===== src/sfm_map.svh =====
`ifndef SFM_MAP_SVH
`define SFM_MAP_SVH
// Register byte offsets
`define SFM_OFS_CAUSE   8'h00
`define SFM_OFS_REASON  8'h04
`define SFM_OFS_CTRL    8'h08
`define SFM_OFS_STATUS  8'h0C
`define SFM_OFS_LIM_USR 8'h10
`define SFM_OFS_LIM_SYS 8'h14
`define SFM_OFS_LIM_SSM 8'h18
// Control fields
`define SFM_CTRL_INV    0
`define SFM_CTRL_LSEL   2:1
`define SFM_CTRL_SOFF   3
// Status fields
`define SFM_STS_HVFAIL  0
`define SFM_STS_HVDONE  1
`define SFM_STS_SENSON  2
`define SFM_STS_EXCP    3
`define SFM_STS_INRST   4
// Light selection codes
`define SFM_LSEL_OFF    2'h0
`define SFM_LSEL_MAX    2'h2
// Reset values
`define SFM_LIM_RST     8'hFF
// Bus responses
`define SFM_RESP_OK     2'h0
`define SFM_RESP_ERR    2'h2
// Timing
`define SFM_CLK_NS      4
`define SFM_RST_NS      100
`define SFM_RST_CYC     ((`SFM_RST_NS + `SFM_CLK_NS - 1) / `SFM_CLK_NS)
`endif


===== src/sfm_pkg.sv =====
package sfm_pkg;
  typedef enum logic [2:0] {
    MODE_USER   = 3'h0,
    MODE_SYSTEM = 3'h1,
    MODE_BOOT   = 3'h2,
    MODE_TEST   = 3'h3,
    MODE_CLESS  = 3'h4
  } sfm_mode_type;
  typedef enum logic [1:0] {
    ST_RUN  = 2'h0,
    ST_HOLD = 2'h1,
    ST_WAIT = 2'h3
  } sfm_st_type;
  typedef struct packed {
    logic volt;
    logic freq;
    logic temp;
    logic light;
  } sfm_alarm_type;
  typedef struct packed {
    logic [4:0]      s1;
    logic [4:0]      s2;
    sfm_st_type      st;
    logic [7:0]      cnt;
    logic            rst_o;
    logic            exc_o;
    logic            exc_p;
    logic [4:0]      cause;
    logic [7:0]      reason;
    logic            inv_ecc;
    logic [1:0]      lsel;
    logic            hv_fail;
    logic            hv_done;
    logic [2:0][7:0] lim;
    logic            awv;
    logic            wv;
    logic [7:0]      awa;
    logic [31:0]     wd;
    logic [3:0]      ws;
    logic            awready;
    logic            wready;
    logic            bvalid;
    logic [1:0]      bresp;
    logic            arready;
    logic            rvalid;
    logic [31:0]     rdata;
    logic [1:0]      rresp;
  } sfm_state_type;
endpackage


===== src/sfm_top.sv =====
`timescale 1ns/100ps
`include "sfm_map.svh"
module sfm_top (
  input  wire logic                  aclk,
  input  wire logic                  aresetn,
  input  wire logic                  s_axi_awvalid,
  output wire logic                  s_axi_awready,
  input  wire logic [7:0]            s_axi_awaddr,
  input  wire logic [2:0]            s_axi_awprot,
  input  wire logic                  s_axi_wvalid,
  output wire logic                  s_axi_wready,
  input  wire logic [31:0]           s_axi_wdata,
  input  wire logic [3:0]            s_axi_wstrb,
  output wire logic                  s_axi_bvalid,
  input  wire logic                  s_axi_bready,
  output wire logic [1:0]            s_axi_bresp,
  input  wire logic                  s_axi_arvalid,
  output wire logic                  s_axi_arready,
  input  wire logic [7:0]            s_axi_araddr,
  input  wire logic [2:0]            s_axi_arprot,
  output wire logic                  s_axi_rvalid,
  input  wire logic                  s_axi_rready,
  output wire logic [31:0]           s_axi_rdata,
  output wire logic [1:0]            s_axi_rresp,
  input  wire sfm_pkg::sfm_alarm_type alarm_async,
  input  wire logic                  nvm_light_async,
  input  wire sfm_pkg::sfm_mode_type cpu_mode,
  input  wire logic [4:0]            fault_det,
  input  wire logic [7:0]            sp_cur,
  input  wire logic                  nvm_ecc_err,
  input  wire logic                  nvm_ecc_fix,
  input  wire logic                  rom_par_err,
  input  wire logic                  nvm_wr_act,
  input  wire logic                  hv_ok,
  output wire logic                  chip_rst_req,
  output wire logic                  exc_req,
  output wire logic                  exc_pend,
  output wire logic                  sensor_en,
  output wire logic [1:0]            nvm_light_sel,
  output wire logic                  ecc_inv_en
);

  sfm_pkg::sfm_state_type q;
  sfm_pkg::sfm_state_type n;

  logic       sens_on;
  logic [4:0] rst_ev;
  logic [7:0] exc_ev;
  logic [7:0] lim_act;
  logic       aw_hs;
  logic       w_hs;
  logic       ar_hs;
  logic       wr_go;
  logic       wr_ok;
  logic [7:0] wb;

  // Mode group: user, system, super system
  function automatic logic [1:0] mode_grp(input sfm_pkg::sfm_mode_type m);
    case (m)
      sfm_pkg::MODE_USER:   mode_grp = 2'h0;
      sfm_pkg::MODE_SYSTEM: mode_grp = 2'h1;
      default:              mode_grp = 2'h2;
    endcase
  endfunction

  // Address decode
  function automatic logic is_mapped(input logic [7:0] a);
    case (a)
      `SFM_OFS_CAUSE,
      `SFM_OFS_REASON,
      `SFM_OFS_CTRL,
      `SFM_OFS_STATUS,
      `SFM_OFS_LIM_USR,
      `SFM_OFS_LIM_SYS,
      `SFM_OFS_LIM_SSM: is_mapped = 1'b1;
      default:          is_mapped = 1'b0;
    endcase
  endfunction

  // Read data mux
  function automatic logic [31:0] rd_val(
    input logic [7:0]             a,
    input sfm_pkg::sfm_state_type s,
    input logic                   son
  );
    logic [31:0] v;
    v = 32'h0000_0000;
    case (a)
      `SFM_OFS_CAUSE:   v[4:0] = s.cause;
      `SFM_OFS_REASON:  v[7:0] = s.reason;
      `SFM_OFS_CTRL: begin
        v[`SFM_CTRL_INV]  = s.inv_ecc;
        v[`SFM_CTRL_LSEL] = s.lsel;
      end
      `SFM_OFS_STATUS: begin
        v[`SFM_STS_HVFAIL] = s.hv_fail;
        v[`SFM_STS_HVDONE] = s.hv_done;
        v[`SFM_STS_SENSON] = son;
        v[`SFM_STS_EXCP]   = s.exc_p;
        v[`SFM_STS_INRST]  = s.rst_o;
      end
      `SFM_OFS_LIM_USR: v[7:0] = s.lim[0];
      `SFM_OFS_LIM_SYS: v[7:0] = s.lim[1];
      `SFM_OFS_LIM_SSM: v[7:0] = s.lim[2];
      default:          v = 32'h0000_0000;
    endcase
    rd_val = v;
  endfunction

  always_comb begin
    n = q;
    n.exc_o = 1'b0;

    // Two-stage alarm synchroniser
    n.s1 = {nvm_light_async, alarm_async};
    n.s2 = q.s1;

    // Sensors forced on outside test mode
    sens_on = (cpu_mode != sfm_pkg::MODE_TEST);

    // Reset-class events, fixed wiring
    rst_ev[3:0] = sens_on ? q.s2[3:0] : 4'h0;
    rst_ev[4]   = rom_par_err;

    // Active stack limit copy
    lim_act = q.lim[mode_grp(cpu_mode)];

    // Exception-class events, fixed wiring
    exc_ev[0]   = sens_on & q.s2[4] & (q.lsel != `SFM_LSEL_OFF);
    exc_ev[5:1] = fault_det;
    exc_ev[6]   = q.inv_ecc & nvm_ecc_err;
    exc_ev[7]   = (sp_cur >= lim_act);

    // Handshakes
    aw_hs = s_axi_awvalid & q.awready;
    w_hs  = s_axi_wvalid & q.wready;
    ar_hs = s_axi_arvalid & q.arready;
    wr_go = q.awv & q.wv & ~q.bvalid;
    wr_ok = wr_go & is_mapped(q.awa) & q.ws[0];
    wb    = q.wd[7:0];

    // Write address and data, either order
    if (aw_hs) begin
      n.awv = 1'b1;
      n.awa = s_axi_awaddr;
    end
    if (w_hs) begin
      n.wv = 1'b1;
      n.wd = s_axi_wdata;
      n.ws = s_axi_wstrb;
    end

    // Register writes
    if (wr_go) begin
      n.awv    = 1'b0;
      n.wv     = 1'b0;
      n.bvalid = 1'b1;
      n.bresp  = is_mapped(q.awa) ? `SFM_RESP_OK : `SFM_RESP_ERR;
    end
    if (wr_ok) begin
      case (q.awa)
        `SFM_OFS_CAUSE:  n.cause  = q.cause & ~wb[4:0];
        `SFM_OFS_REASON: n.reason = q.reason & ~wb;
        `SFM_OFS_CTRL: begin
          n.inv_ecc = wb[`SFM_CTRL_INV];
          // Undefined selection code falls back to off
          if (wb[`SFM_CTRL_LSEL] <= `SFM_LSEL_MAX) begin
            n.lsel = wb[`SFM_CTRL_LSEL];
          end else begin
            n.lsel = `SFM_LSEL_OFF;
          end
          // Sensor-off bit has no storage and no effect
        end
        `SFM_OFS_STATUS: begin
          if (wb[`SFM_STS_HVFAIL]) begin
            n.hv_fail = 1'b0;
          end
          if (wb[`SFM_STS_HVDONE]) begin
            n.hv_done = 1'b0;
          end
        end
        `SFM_OFS_LIM_USR: n.lim[0] = wb;
        `SFM_OFS_LIM_SYS: n.lim[1] = wb;
        `SFM_OFS_LIM_SSM: n.lim[2] = wb;
        default: n.lim = q.lim;
      endcase
    end
    if (q.bvalid & s_axi_bready) begin
      n.bvalid = 1'b0;
    end

    // Read channel
    if (ar_hs) begin
      n.rvalid = 1'b1;
      n.rdata  = rd_val(s_axi_araddr, q, sens_on);
      n.rresp  = is_mapped(s_axi_araddr) ? `SFM_RESP_OK : `SFM_RESP_ERR;
    end
    if (q.rvalid & s_axi_rready) begin
      n.rvalid = 1'b0;
    end

    // High-voltage check during memory write, status only
    if (nvm_wr_act) begin
      n.hv_done = 1'b1;
      if (!hv_ok) begin
        n.hv_fail = 1'b1;
      end
    end

    // Corrected single-bit reads raise nothing
    if (nvm_ecc_fix & ~q.inv_ecc) begin
      n.exc_o = 1'b0;
    end

    // Exception reason, set wins over clear
    n.reason = n.reason | exc_ev;
    n.exc_o  = |(exc_ev & ~q.reason);
    n.exc_p  = |n.reason;

    // Reset cause, set wins over clear
    case (q.st)
      sfm_pkg::ST_RUN: begin
        if (|rst_ev) begin
          n.st    = sfm_pkg::ST_HOLD;
          n.cnt   = 8'(`SFM_RST_CYC);
          n.rst_o = 1'b1;
          n.cause = n.cause | rst_ev;
        end
      end
      sfm_pkg::ST_HOLD: begin
        n.rst_o = 1'b1;
        if (q.cnt == 8'h01) begin
          n.st = sfm_pkg::ST_WAIT;
        end else begin
          n.cnt = q.cnt - 8'h01;
        end
      end
      sfm_pkg::ST_WAIT: begin
        if (|rst_ev) begin
          n.cause = n.cause | rst_ev;
        end else begin
          n.st    = sfm_pkg::ST_RUN;
          n.rst_o = 1'b0;
        end
      end
      default: begin
        n.st    = sfm_pkg::ST_RUN;
        n.rst_o = 1'b0;
      end
    endcase

    // Forced reset returns settings to defaults, cause survives
    if (q.st != sfm_pkg::ST_RUN) begin
      n.reason  = 8'h00;
      n.exc_o   = 1'b0;
      n.exc_p   = 1'b0;
      n.inv_ecc = 1'b0;
      n.lsel    = `SFM_LSEL_OFF;
      n.hv_fail = 1'b0;
      n.hv_done = 1'b0;
      n.lim     = {3{`SFM_LIM_RST}};
    end

    // Readies from next state
    n.awready = ~n.awv & ~n.bvalid;
    n.wready  = ~n.wv & ~n.bvalid;
    n.arready = ~n.rvalid;
  end

  always_ff @(posedge aclk) begin
    if (!aresetn) begin
      q     <= '0;
      q.lim <= {3{`SFM_LIM_RST}};
    end else begin
      q <= n;
    end
  end

  // Sensor enable flop
  logic sens_q;
  always_ff @(posedge aclk) begin
    if (!aresetn) begin
      sens_q <= 1'b1;
    end else begin
      sens_q <= sens_on;
    end
  end

  assign s_axi_awready = q.awready;
  assign s_axi_wready  = q.wready;
  assign s_axi_bvalid  = q.bvalid;
  assign s_axi_bresp   = q.bresp;
  assign s_axi_arready = q.arready;
  assign s_axi_rvalid  = q.rvalid;
  assign s_axi_rdata   = q.rdata;
  assign s_axi_rresp   = q.rresp;
  assign chip_rst_req  = q.rst_o;
  assign exc_req       = q.exc_o;
  assign exc_pend      = q.exc_p;
  assign sensor_en     = sens_q;
  assign nvm_light_sel = q.lsel;
  assign ecc_inv_en    = q.inv_ecc;

endmodule


===== config.mk =====
export PLATFORM = sky130hd
export DESIGN_NAME = sfm_top
export DESIGN_NICKNAME = d
export VERILOG_FILES = /design/src/sfm_pkg.sv /design/src/sfm_top.sv
export VERILOG_INCLUDE_DIRS = /design/src
export SDC_FILE = /design/constraint.sdc
export NUM_CORES = 1
export LEC_CHECK = 0
export ABC_AREA = 1
export BUFFER_PORTS_ARGS = -buffer_cell sky130_fd_sc_hd__buf_2
export CAP_MARGIN = 20
export CORE_ASPECT_RATIO = 0.8
export CORE_MARGIN = 5
export CORE_UTILIZATION = 51
export DETAILED_ROUTE_END_ITERATION = 8
export HOLD_SLACK_MARGIN = 0.02
export PLACE_DENSITY_LB_ADDON = 0.08
export SYNTH_ARGS = -nofsm -noshare
export SYNTH_HDL_FRONTEND = slang
export SYNTH_SLANG_ARGS = --single-unit

===== constraint.sdc =====
create_clock -name aclk -period 2.54 [get_ports aclk]
set_clock_uncertainty 0.2 [all_clocks]
set_input_delay 0.381 -clock aclk [delete_from_list [all_inputs] [get_ports aclk]]
set_output_delay 0.381 -clock aclk [all_outputs]
set_load 0.005 [all_outputs]

==> reports/summary.txt, run 1 <==
Ys async rst share -> 0
Vias in the first global route -> 4,181
Register area share after synthesis -> 0.3995
Yosys top cell area share -> 0.3995
Width of the die -> 120.8 µm
Number of flops mapped to enable cells by yosys -> 0
Placer Congestion -> 0.9107
Final ANT Viol Nets -> 0
Largest net degree at the start of global routing -> 33
Cell Area, Synth -> 5011 µm²
Count leader, synth -> nand2_1
Hold Path Class -> in2reg
Cell count after synthesis -> 685
Clock latency on the worst-skew pair -> 340 ps
Htree depth -> 3
Worst setup SP type -> flip-flop
Mean Syn Cell Area -> 7.315 µm²
Iteration-0 DRC Markers -> 266
Most frequent cells after synthesis -> 127 x nand2_1, 100 x dfxtp_1, 81 x inv_1
Worst vdd ir -> 406.3 µV
First-pass GRT wire length -> 20,550 µm
Total Wirelength -> 12,680 µm
FF+latch count, synth -> 100
Final Critical Period -> 2204 ps
GRT overflow -> 0
Final Slew Violations -> 0
Total Neg Setup Slack -> 0 ps
Core ar. -> 9609 µm²
Final worst-path cycle share -> 0.8678
PwrDens -> 747.6 nW/µm²
CP endpoint kind -> flip-flop
Ant diodes -> 0
DIE HEIGHT -> 98.66 µm
# clock sinks -> 100
Worst-Margin Slew -> 680.8 ps
Area leader, netlist -> dfxtp_1
Clk buf depth -> 2
Outcome -> finished, final reports clean
Warnings from Yosys -> 0
Total CTS buffers -> 9
Cell leakage power -> 2.752 nW
Fin Hold WS -> 27.89 ps
Cell variety after synth -> 42
# nets final -> 859
Drt drc -> 0
Port Buffers -> 78
Antenna violations before repair -> 0
Main flop type after synthesis -> dfxtp_1
Fmax -> 453.7 MHz
RSZ-0062 raised after global routing -> no
Via count -> 4,575
Largest fanout on the critical path -> 16
Boundary pin count -> 139
Final setup viols -> 0
Layout area overhead -> 13.33%
Worst EP arrival -> 2220 ps
Proportion of layout cells with a drive suffix above 1 -> 0.1686
Req. time, crit path -> 2560 ps
CTS Root Cell -> clkbuf_16
GRT Util Overall -> 0.2158
Full die area -> 11,920 µm²
Number of gates resized after cts -> 0
CTS hold repair buffers -> 4
Crit path kind -> reg2reg
Drt first pass iters -> 5
Clock transition at the registers of the reported paths -> 70 ps
CTS tree -> done
Dpl hpwl -> 9994 µm
Initial core utilization -> 0.5215
Row cnt -> 32
WL per Instance -> 14.44 µm
Final hold viol count -> 0
Post-CTS Setup Bufs -> 0
Top cells by area, synth -> dfxtp_1 40%, nand2_1 9.5%, a21oi_1 7.1%
Fill cells -> 934
Maxcap violations -> 0
DR vias/cell -> 5.211
Slew margin rel. -> 0.5456
[sequential cells by signal, indices dropped and copies added, names as in the netlist, 2 cells and up]
register,count
q,73
s_axi_rdata,8
n,5
nvm_light_sel,2
[placed cells by master (no fill, tap or decap), types with 5 or more instances in the layout]
cell       count
o22ai_1        6
a21oi_1       71
dfxtp_1      100
nor2_1        64
clkbuf_16      9
buf_4         11
nor2_2         5
conb_1        26
o21ai_0       63
nand4_1       15
ha_1          13
nand3_1       19
inv_1         81
nor3_1         7
buf_2         78
o211ai_1       9
o21ai_1       12
nand2_1      127
[final cells by class]
class                      count  area (µm²)  share of cell area
clock inverter                 4       73.82             0.01300
inverter                      82       307.8             0.05420
timing repair buffer          93       513.0             0.09033
sequential                   100        2002              0.3525
tap                          119       148.9             0.02622
multi-input combinational    469        2391              0.4210
clock buffer                  11       242.7             0.04274
[power by group]
group / switching (mW) / leakage (nW) / internal [mW] / total (mW)
logic: 0.590 / 1.78 / 0.342 / 0.933
registers: 0.121 / 0.819 / 1.73 / 1.85
clock network: 0.580 / 0.156 / 0.885 / 1.46
total: 1.29 / 2.75 / 2.95 / 4.25
[logic make-up (layout without fill, tap and decap cells)]
group / after synthesis / count (layout) / share of synthesized area
and+or+nand+nor: 254 / 254 / 0.2287
AOI/OAI and AO/OA: 172 / 172 / 0.1895
buffers and inverters: 141 / 190 / 0.1421
DFF: 100 / 100 / 0.3995
adders and majority gates: 13 / 13 / 0.03246
xor gates and xnor gates: 4 / 4 / 0.006993
other: 1 / 26 / 0.0007483
[worst max-delay path, stage by stage (launching register included)]
cell	delay (ps)
dfxtp_1	320
nor2_2	220
nand3_2	140
nor3b_2	450
nand3b_2	400
a21oi_1	250
o21ai_0	100
[per-layer routing]
| layer | wire length, µm | part of all wire | global-route usage | vias up |
|---|---|---|---|---|
| met1 | 6063 | 0.48 | 0.3147 | 2066 |
| met4 | 168 | 0.013 | 0.05575 | 0 |
| met3 | 1124 | 0.089 | 0.05737 | 15 |
| met5 | 0 | 0 | 0 | - |
| li1 | - | - | - | 2326 |
| met2 | 5319 | 0.42 | 0.3155 | 168 |
[worst paths after layout]
kind                 startpoint                  end  slack (ps)  depth (start not counted)
min             nvm_light_async    n[146]$_SDFF_PN0_          30                          3
max          q[77]$_SDFFE_PN0P_  q[104]$_SDFFE_PP1P_         340                          6
min reg2reg   n[142]$_SDFF_PN0_    q[142]$_SDFF_PN0_         220                          2
max reg2reg  q[77]$_SDFFE_PN0P_  q[104]$_SDFFE_PP1P_         340                          6
[stage by stage]
stage	utilization	worst slack [ps]	power (mW)	std cells	area (µm²)
after floorplan	-	154.2	2.568	710	5105
after global placement	0.5539	81.39	2.774	859	5323
after detailed placement	0.5539	19.32	2.802	859	5323
after CTS	0.5910	334.3	4.283	878	5679
after global routing	0.5910	99.91	4.502	878	5679
final	0.5910	335.8	4.246	878	5679
Power figures use the tool's default switching activity.
==> run 2, diff against run 1 <==
- clock period: 2.54 -> 2.7 ns (I/O delays scaled with it)
==> reports/summary.txt, run 2 (synthesis results as in run 1) <==
Row cnt -> 32
RSZ-0062 raised after global routing -> no
Max reg flops -> 73
Final hold viol count -> 0
FF-to-FF path depth -> 14
Final ANT Viol Nets -> 0
GRT overflow -> 0
Antenna violations before repair -> 0
Most common cell after layout, fill and taps aside -> nand2_1
Flop2flop setup slack -> 490 ps
Worst setup SP type -> flip-flop
Port Buffers -> 78
# clock sinks -> 100
Boundary pin count -> 139
Core ar. -> 9609 µm²
Worst Setup EP -> exc_pend$_SDFF_PP0_
Proportion of layout cells with a drive suffix above 1 -> 0.1653
Iteration-0 DRC Markers -> 228
PwrDens -> 701.1 nW/µm²
Final worst-path cycle share -> 0.8183
Dpl hpwl -> 9855 µm
Number of gates resized after cts -> 0
Crit path kind -> reg2reg
Fin Hold WS -> 42.59 ps
DR vias/cell -> 5.153
Biggest register -> q
Final Critical Period -> 2209 ps
Worst vdd ir -> 414.3 µV
Placer Congestion -> 0.8929
CP endpoint kind -> flip-flop
Full die area -> 11,920 µm²
# nets final -> 849
Via count -> 4,478
WL per Instance -> 14.33 µm
Drt first pass iters -> 4
Clock latency on the worst-skew pair -> 340 ps
Vias in the first global route -> 4,120
Finished Cell Area -> 5588 µm²
Final Slew Violations -> 0
Outcome -> finished, final reports clean
Width of the die -> 120.8 µm
Largest net degree at the start of global routing -> 35
Post-CTS Setup Bufs -> 0
Drt drc -> 0
Ant diodes -> 0
Req. time, crit path -> 2720 ps
Maxcap violations -> 0
CTS tree -> done
Final setup viols -> 0
Total CTS buffers -> 9
DIE HEIGHT -> 98.66 µm
Clock transition at the registers of the reported paths -> 70 ps
First-pass GRT wire length -> 20,180 µm
Worst r2r src -> q[102]$_SDFFE_PP1P_
Total Wirelength -> 12,460 µm
Hold Path Class -> in2reg
Slew margin rel. -> 0.5157
Htree depth -> 3
Fmax -> 452.6 MHz
Non-filler cells, final -> 869
Leading cell types in the layout, fill and taps excluded -> 127 x nand2_1, 100 x dfxtp_1, 81 x inv_1, 78 x buf_2, 71 x a21oi_1
Largest fanout on the critical path -> 3
Post-DP Area -> 5278 µm²
Cell leakage power -> 2.708 nW
Total Neg Setup Slack -> 0 ps
Placed cells -> 853
R2R Path End -> exc_pend$_SDFF_PP0_
CTS hold repair buffers -> 0
CTS Root Cell -> clkbuf_16
Worst-Margin Slew -> 725.6 ps
Initial core utilization -> 0.5215
Worst EP arrival -> 2230 ps
Layout area overhead -> 11.51%
Clk buf depth -> 2
GRT Util Overall -> 0.2101
Worst Setup SP -> q[102]$_SDFFE_PP1P_
[run 2: worst max-delay path, cell delays in order, from the launching register on]
cell,delay [ps]
dfxtp_1,460
nand2_1,80
o211ai_1,90
o21ai_0,120
ha_1,320
nand2_1,70
inv_1,30
nor3_1,160
nand2_1,90
nor2_1,130
nand2_1,70
nor2_1,80
nand2_1,50
nor2_1,90
nor2_1,50
[run 2: per-layer routing]
layer  vias up  part of all wire  global-route usage
met4         0             0.011             0.04355
met3        10             0.081             0.06368
li1       2311                 -                   -
met1      1999              0.49              0.3030
met2       158              0.42              0.3104
met5         -                 0                   0
[run 2: worst min path at each step]
stage                            startpoint  slack, ps           endpoint  cells after the start
final                        alarm_async[0]         40  n[142]$_SDFF_PN0_                      3
after global routing        nvm_light_async         40  n[146]$_SDFF_PN0_                      3
after CTS                    alarm_async[0]         30  n[142]$_SDFF_PN0_                      3
after detailed placement  n[145]$_SDFF_PN0_        200  q[145]$_SDFF_PN0_                      2
after global placement    n[146]$_SDFF_PN0_        200  q[146]$_SDFF_PN0_                      2
after floorplan           n[142]$_SDFF_PN0_        190  q[142]$_SDFF_PN0_                      2
[run 2: final cells by class]
cell class / instances / area, µm²
sequential: 100 / 2002
fill: 933 / 4021
clock buffer: 11 / 252.7
timing repair buffer: 83 / 427.9
multi-input combinational: 469 / 2391
clock inverter: 5 / 57.56
inverter: 82 / 307.8
tap: 119 / 148.9
[run 2: stage by stage]
stage | power (mW) | setup WS (ps) | utilization
2_1_floorplan | 2.416 | 290.2 | -
4_1_cts | 3.942 | 495.3 | 0.5815
3_5_place_dp | 2.619 | 153.6 | 0.5492
5_1_grt | 4.169 | 335.4 | 0.5815
3_3_place_gp | 2.597 | 202.3 | 0.5492
6_report | 3.917 | 490.7 | 0.5815
[run 2: power by group]
part | leakage (nW) | switching [mW] | internal [mW] | total, mW
registers | 0.819 | 0.113 | 1.62 | 1.74
logic | 1.73 | 0.542 | 0.310 | 0.852
clock network | 0.156 | 0.555 | 0.772 | 1.33
total | 2.71 | 1.21 | 2.71 | 3.92
==> run 3, diff against run 2 <==
- ABC_AREA: 1 -> 0
- clock period: 2.7 -> 2.3 ns (I/O delays scaled with it)
==> reports/summary.txt, run 3 <==
Outcome -> finished, final reports clean
Ant diodes -> 0
Ys async rst share -> 0
Width of the die -> 119.7 µm
Fmax -> 446.9 MHz
First-pass GRT wire length -> 19,650 µm
Via count -> 4,190
Largest fanout on the critical path -> 4
Layout Utilization -> 0.6127
Flop2flop setup slack -> 60 ps
Cell variety after synth -> 56
GRT overflow -> 0
Psw -> 1.419 mW
Drt drc -> 0
Total Wirelength -> 12,160 µm
Total CTS buffers -> 9
Cell count after synthesis -> 571
Worst r2r src -> q[82]$_SDFFE_PN0P_
Proportion of layout cells with a drive suffix above 1 -> 0.2139
Placer Congestion -> 0.8389
Cell leakage power -> 2.553 nW
Layout area overhead -> 18.82%
Register area share after synthesis -> 0.4074
Cell Area, Synth -> 4913 µm²
Htree depth -> 3
# clock sinks -> 100
Power Total -> 4.562 mW
Drt first pass iters -> 5
Max reg flops -> 73
Iteration-0 DRC Markers -> 213
Part of the power in registers -> 0.450
# nets final -> 763
Worst Hold Depth -> 3
Hold Path End -> q[82]$_SDFFE_PN0P_
Final Critical Period -> 2238 ps
Top cells by area, synth -> dfxtp_1 41%, mux2i_1 8.6%, nand2_1 6.8%
Final setup viols -> 0
Worst vdd ir -> 736.1 µV
RSZ-0062 raised after global routing -> yes
Dpl hpwl -> 9283 µm
Worst Hold Launch -> s_axi_awaddr[5]
Row cnt -> 32
Initial core utilization -> 0.5156
FF-to-FF path depth -> 5
Maxcap violations -> 0
Hold Path Class -> in2reg
Power share of the clock group -> 0.327
Total Neg Setup Slack -> 0 ps
Crit path kind -> reg2reg
CTS tree -> done
DIE HEIGHT -> 97.79 µm
FF+latch count, synth -> 100
Worst setup SP type -> flip-flop
Port Buffers -> 78
Leading cell types in the layout, fill and taps excluded -> 99 x dfxtp_1, 89 x nand2_1, 78 x buf_2, 42 x mux2i_1, 38 x a21oi_1
WL per Instance -> 15.53 µm
CTS Root Cell -> clkbuf_16
Full die area -> 11,710 µm²
Final Slew Violations -> 0
Clk buf depth -> 2
Fill cells -> 880
Clock latency on the worst-skew pair -> 350 ps
R2R Path End -> exc_pend$_SDFF_PP0_
Number of flops mapped to enable cells by yosys -> 0
Worst EP arrival -> 2250 ps
Boundary pin count -> 139
Mean Syn Cell Area -> 8.605 µm²
Core ar. -> 9529 µm²
Largest net degree at the start of global routing -> 28
Most frequent cells after synthesis -> 100 x dfxtp_1, 89 x nand2_1, 42 x mux2i_1
Biggest register -> q
Comb power frac -> 0.223
Area leader, netlist -> dfxtp_1
Warnings from Yosys -> 0
Final hold viol count -> 0
Count leader, synth -> dfxtp_1
Antenna violations before repair -> 0
Vias in the first global route -> 3,995
Req. time, crit path -> 2310 ps
Most common cell after layout, fill and taps aside -> dfxtp_1
GRT Util Overall -> 0.2085
Main flop type after synthesis -> dfxtp_1
Final ANT Viol Nets -> 0
Yosys top cell area share -> 0.4074
DR vias/cell -> 5.351
PwrDens -> 781.4 nW/µm²
Sw frac -> 0.3110
CP endpoint kind -> flip-flop
Int Pwr -> 3.143 mW
Final worst-path cycle share -> 0.9728
Clock transition at the registers of the reported paths -> 70 ps
==> run 3: cell count changes in the layout (fill, tap and decap cells not counted), sizes merged, moves of 21 or more <==
| cell | previous run | this run |
|---|---|---|
| a21oi | 72 | 38 |
| nand2 | 130 | 89 |
| o21ai | 76 | 20 |
| buf | 83 | 109 |
| and2 | 0 | 21 |
| mux2i | 0 | 42 |
| inv | 84 | 21 |
| nor2 | 71 | 36 |
==> run 3: worst max path at each step <==
stage | startpoint | to | slack, ps | cells past startpoint
after global routing | q[87]$_SDFFE_PP1P_ | exc_pend$_SDFF_PP0_ | -40 | 8
after global placement | cpu_mode[0] | exc_pend$_SDFF_PP0_ | -220 | 9
final | q[82]$_SDFFE_PN0P_ | exc_pend$_SDFF_PP0_ | 60 | 5
after detailed placement | cpu_mode[0] | exc_pend$_SDFF_PP0_ | -250 | 9
after floorplan | cpu_mode[0] | exc_pend$_SDFF_PP0_ | 20 | 9
after CTS | q[82]$_SDFFE_PN0P_ | exc_pend$_SDFF_PP0_ | 20 | 5
==> run 3: per-stage QoR <==
step	setup WS, ps	area [µm²]	cells	hold slack, ps
after CTS	18.11	5817	783	20.52
after global routing	-42.64	5838	783	25.62
after floorplan	19.83	5052	596	211.9
after detailed placement	-253.9	5444	759	229.7
final	62.48	5838	783	28.59
after global placement	-220.3	5444	759	217.0
==> run 3: metal layers <==
metal  part of all wire  global-route usage  vias to the layer above
met4              0.017             0.06602                        0
met1               0.47              0.2866                     1952
met3              0.056             0.04574                       17
met5                  0                   0                        -
met2               0.46              0.3281                      126
li1                   -                   -                     2095
==> run 3: worst max-delay path, stage by stage, from the launching register on <==
cell       delay (ps)
dfxtp_1           320
or4b_4            580
nor4_4            320
a31oi_1           180
a2111oi_2         360
a41oi_1           140
==> run 3: repair_timing <==
action,in CTS,in global routing
gates resized for setup,0,5
endpoints found under the hold margin,8,0
hold buffers,8,0
setup buffers,0,0
setup endpoints to repair,0,3
==> run 3: area by class of cell <==
class,instances,area (µm²),share of cell area
multi-input combinational,414,2589,0.4434
sequential,100,2003,0.3431
timing repair buffer,117,740.7,0.1269
clock buffer,10,239.0,0.04093
tap,119,148.9,0.02550
inverter,17,63.81,0.01093
clock inverter,6,53.80,0.009216
==> run 3: logic make-up after synthesis <==
group | count (synthesis) | share of synthesized area
compound gates | 115 | 0.1505
fa+ha+maj | 13 | 0.03310
flops | 100 | 0.4074
xor+xnor | 4 | 0.007131
mux | 48 | 0.09931
other cells | 1 | 0.0007632
simple gates | 208 | 0.2078
buf+inv | 82 | 0.09396
==> run 3: power groups by stage <==
stage	Clock (mW)	Sequential (mW)	Combinational, mW
global route	1.60	2.08	1.14
floorplan	0	2.04	0.741
global placement	0	2.09	0.975
CTS	1.52	2.05	1.01
finish	1.49	2.05	1.02
detailed placement	0	2.09	0.993
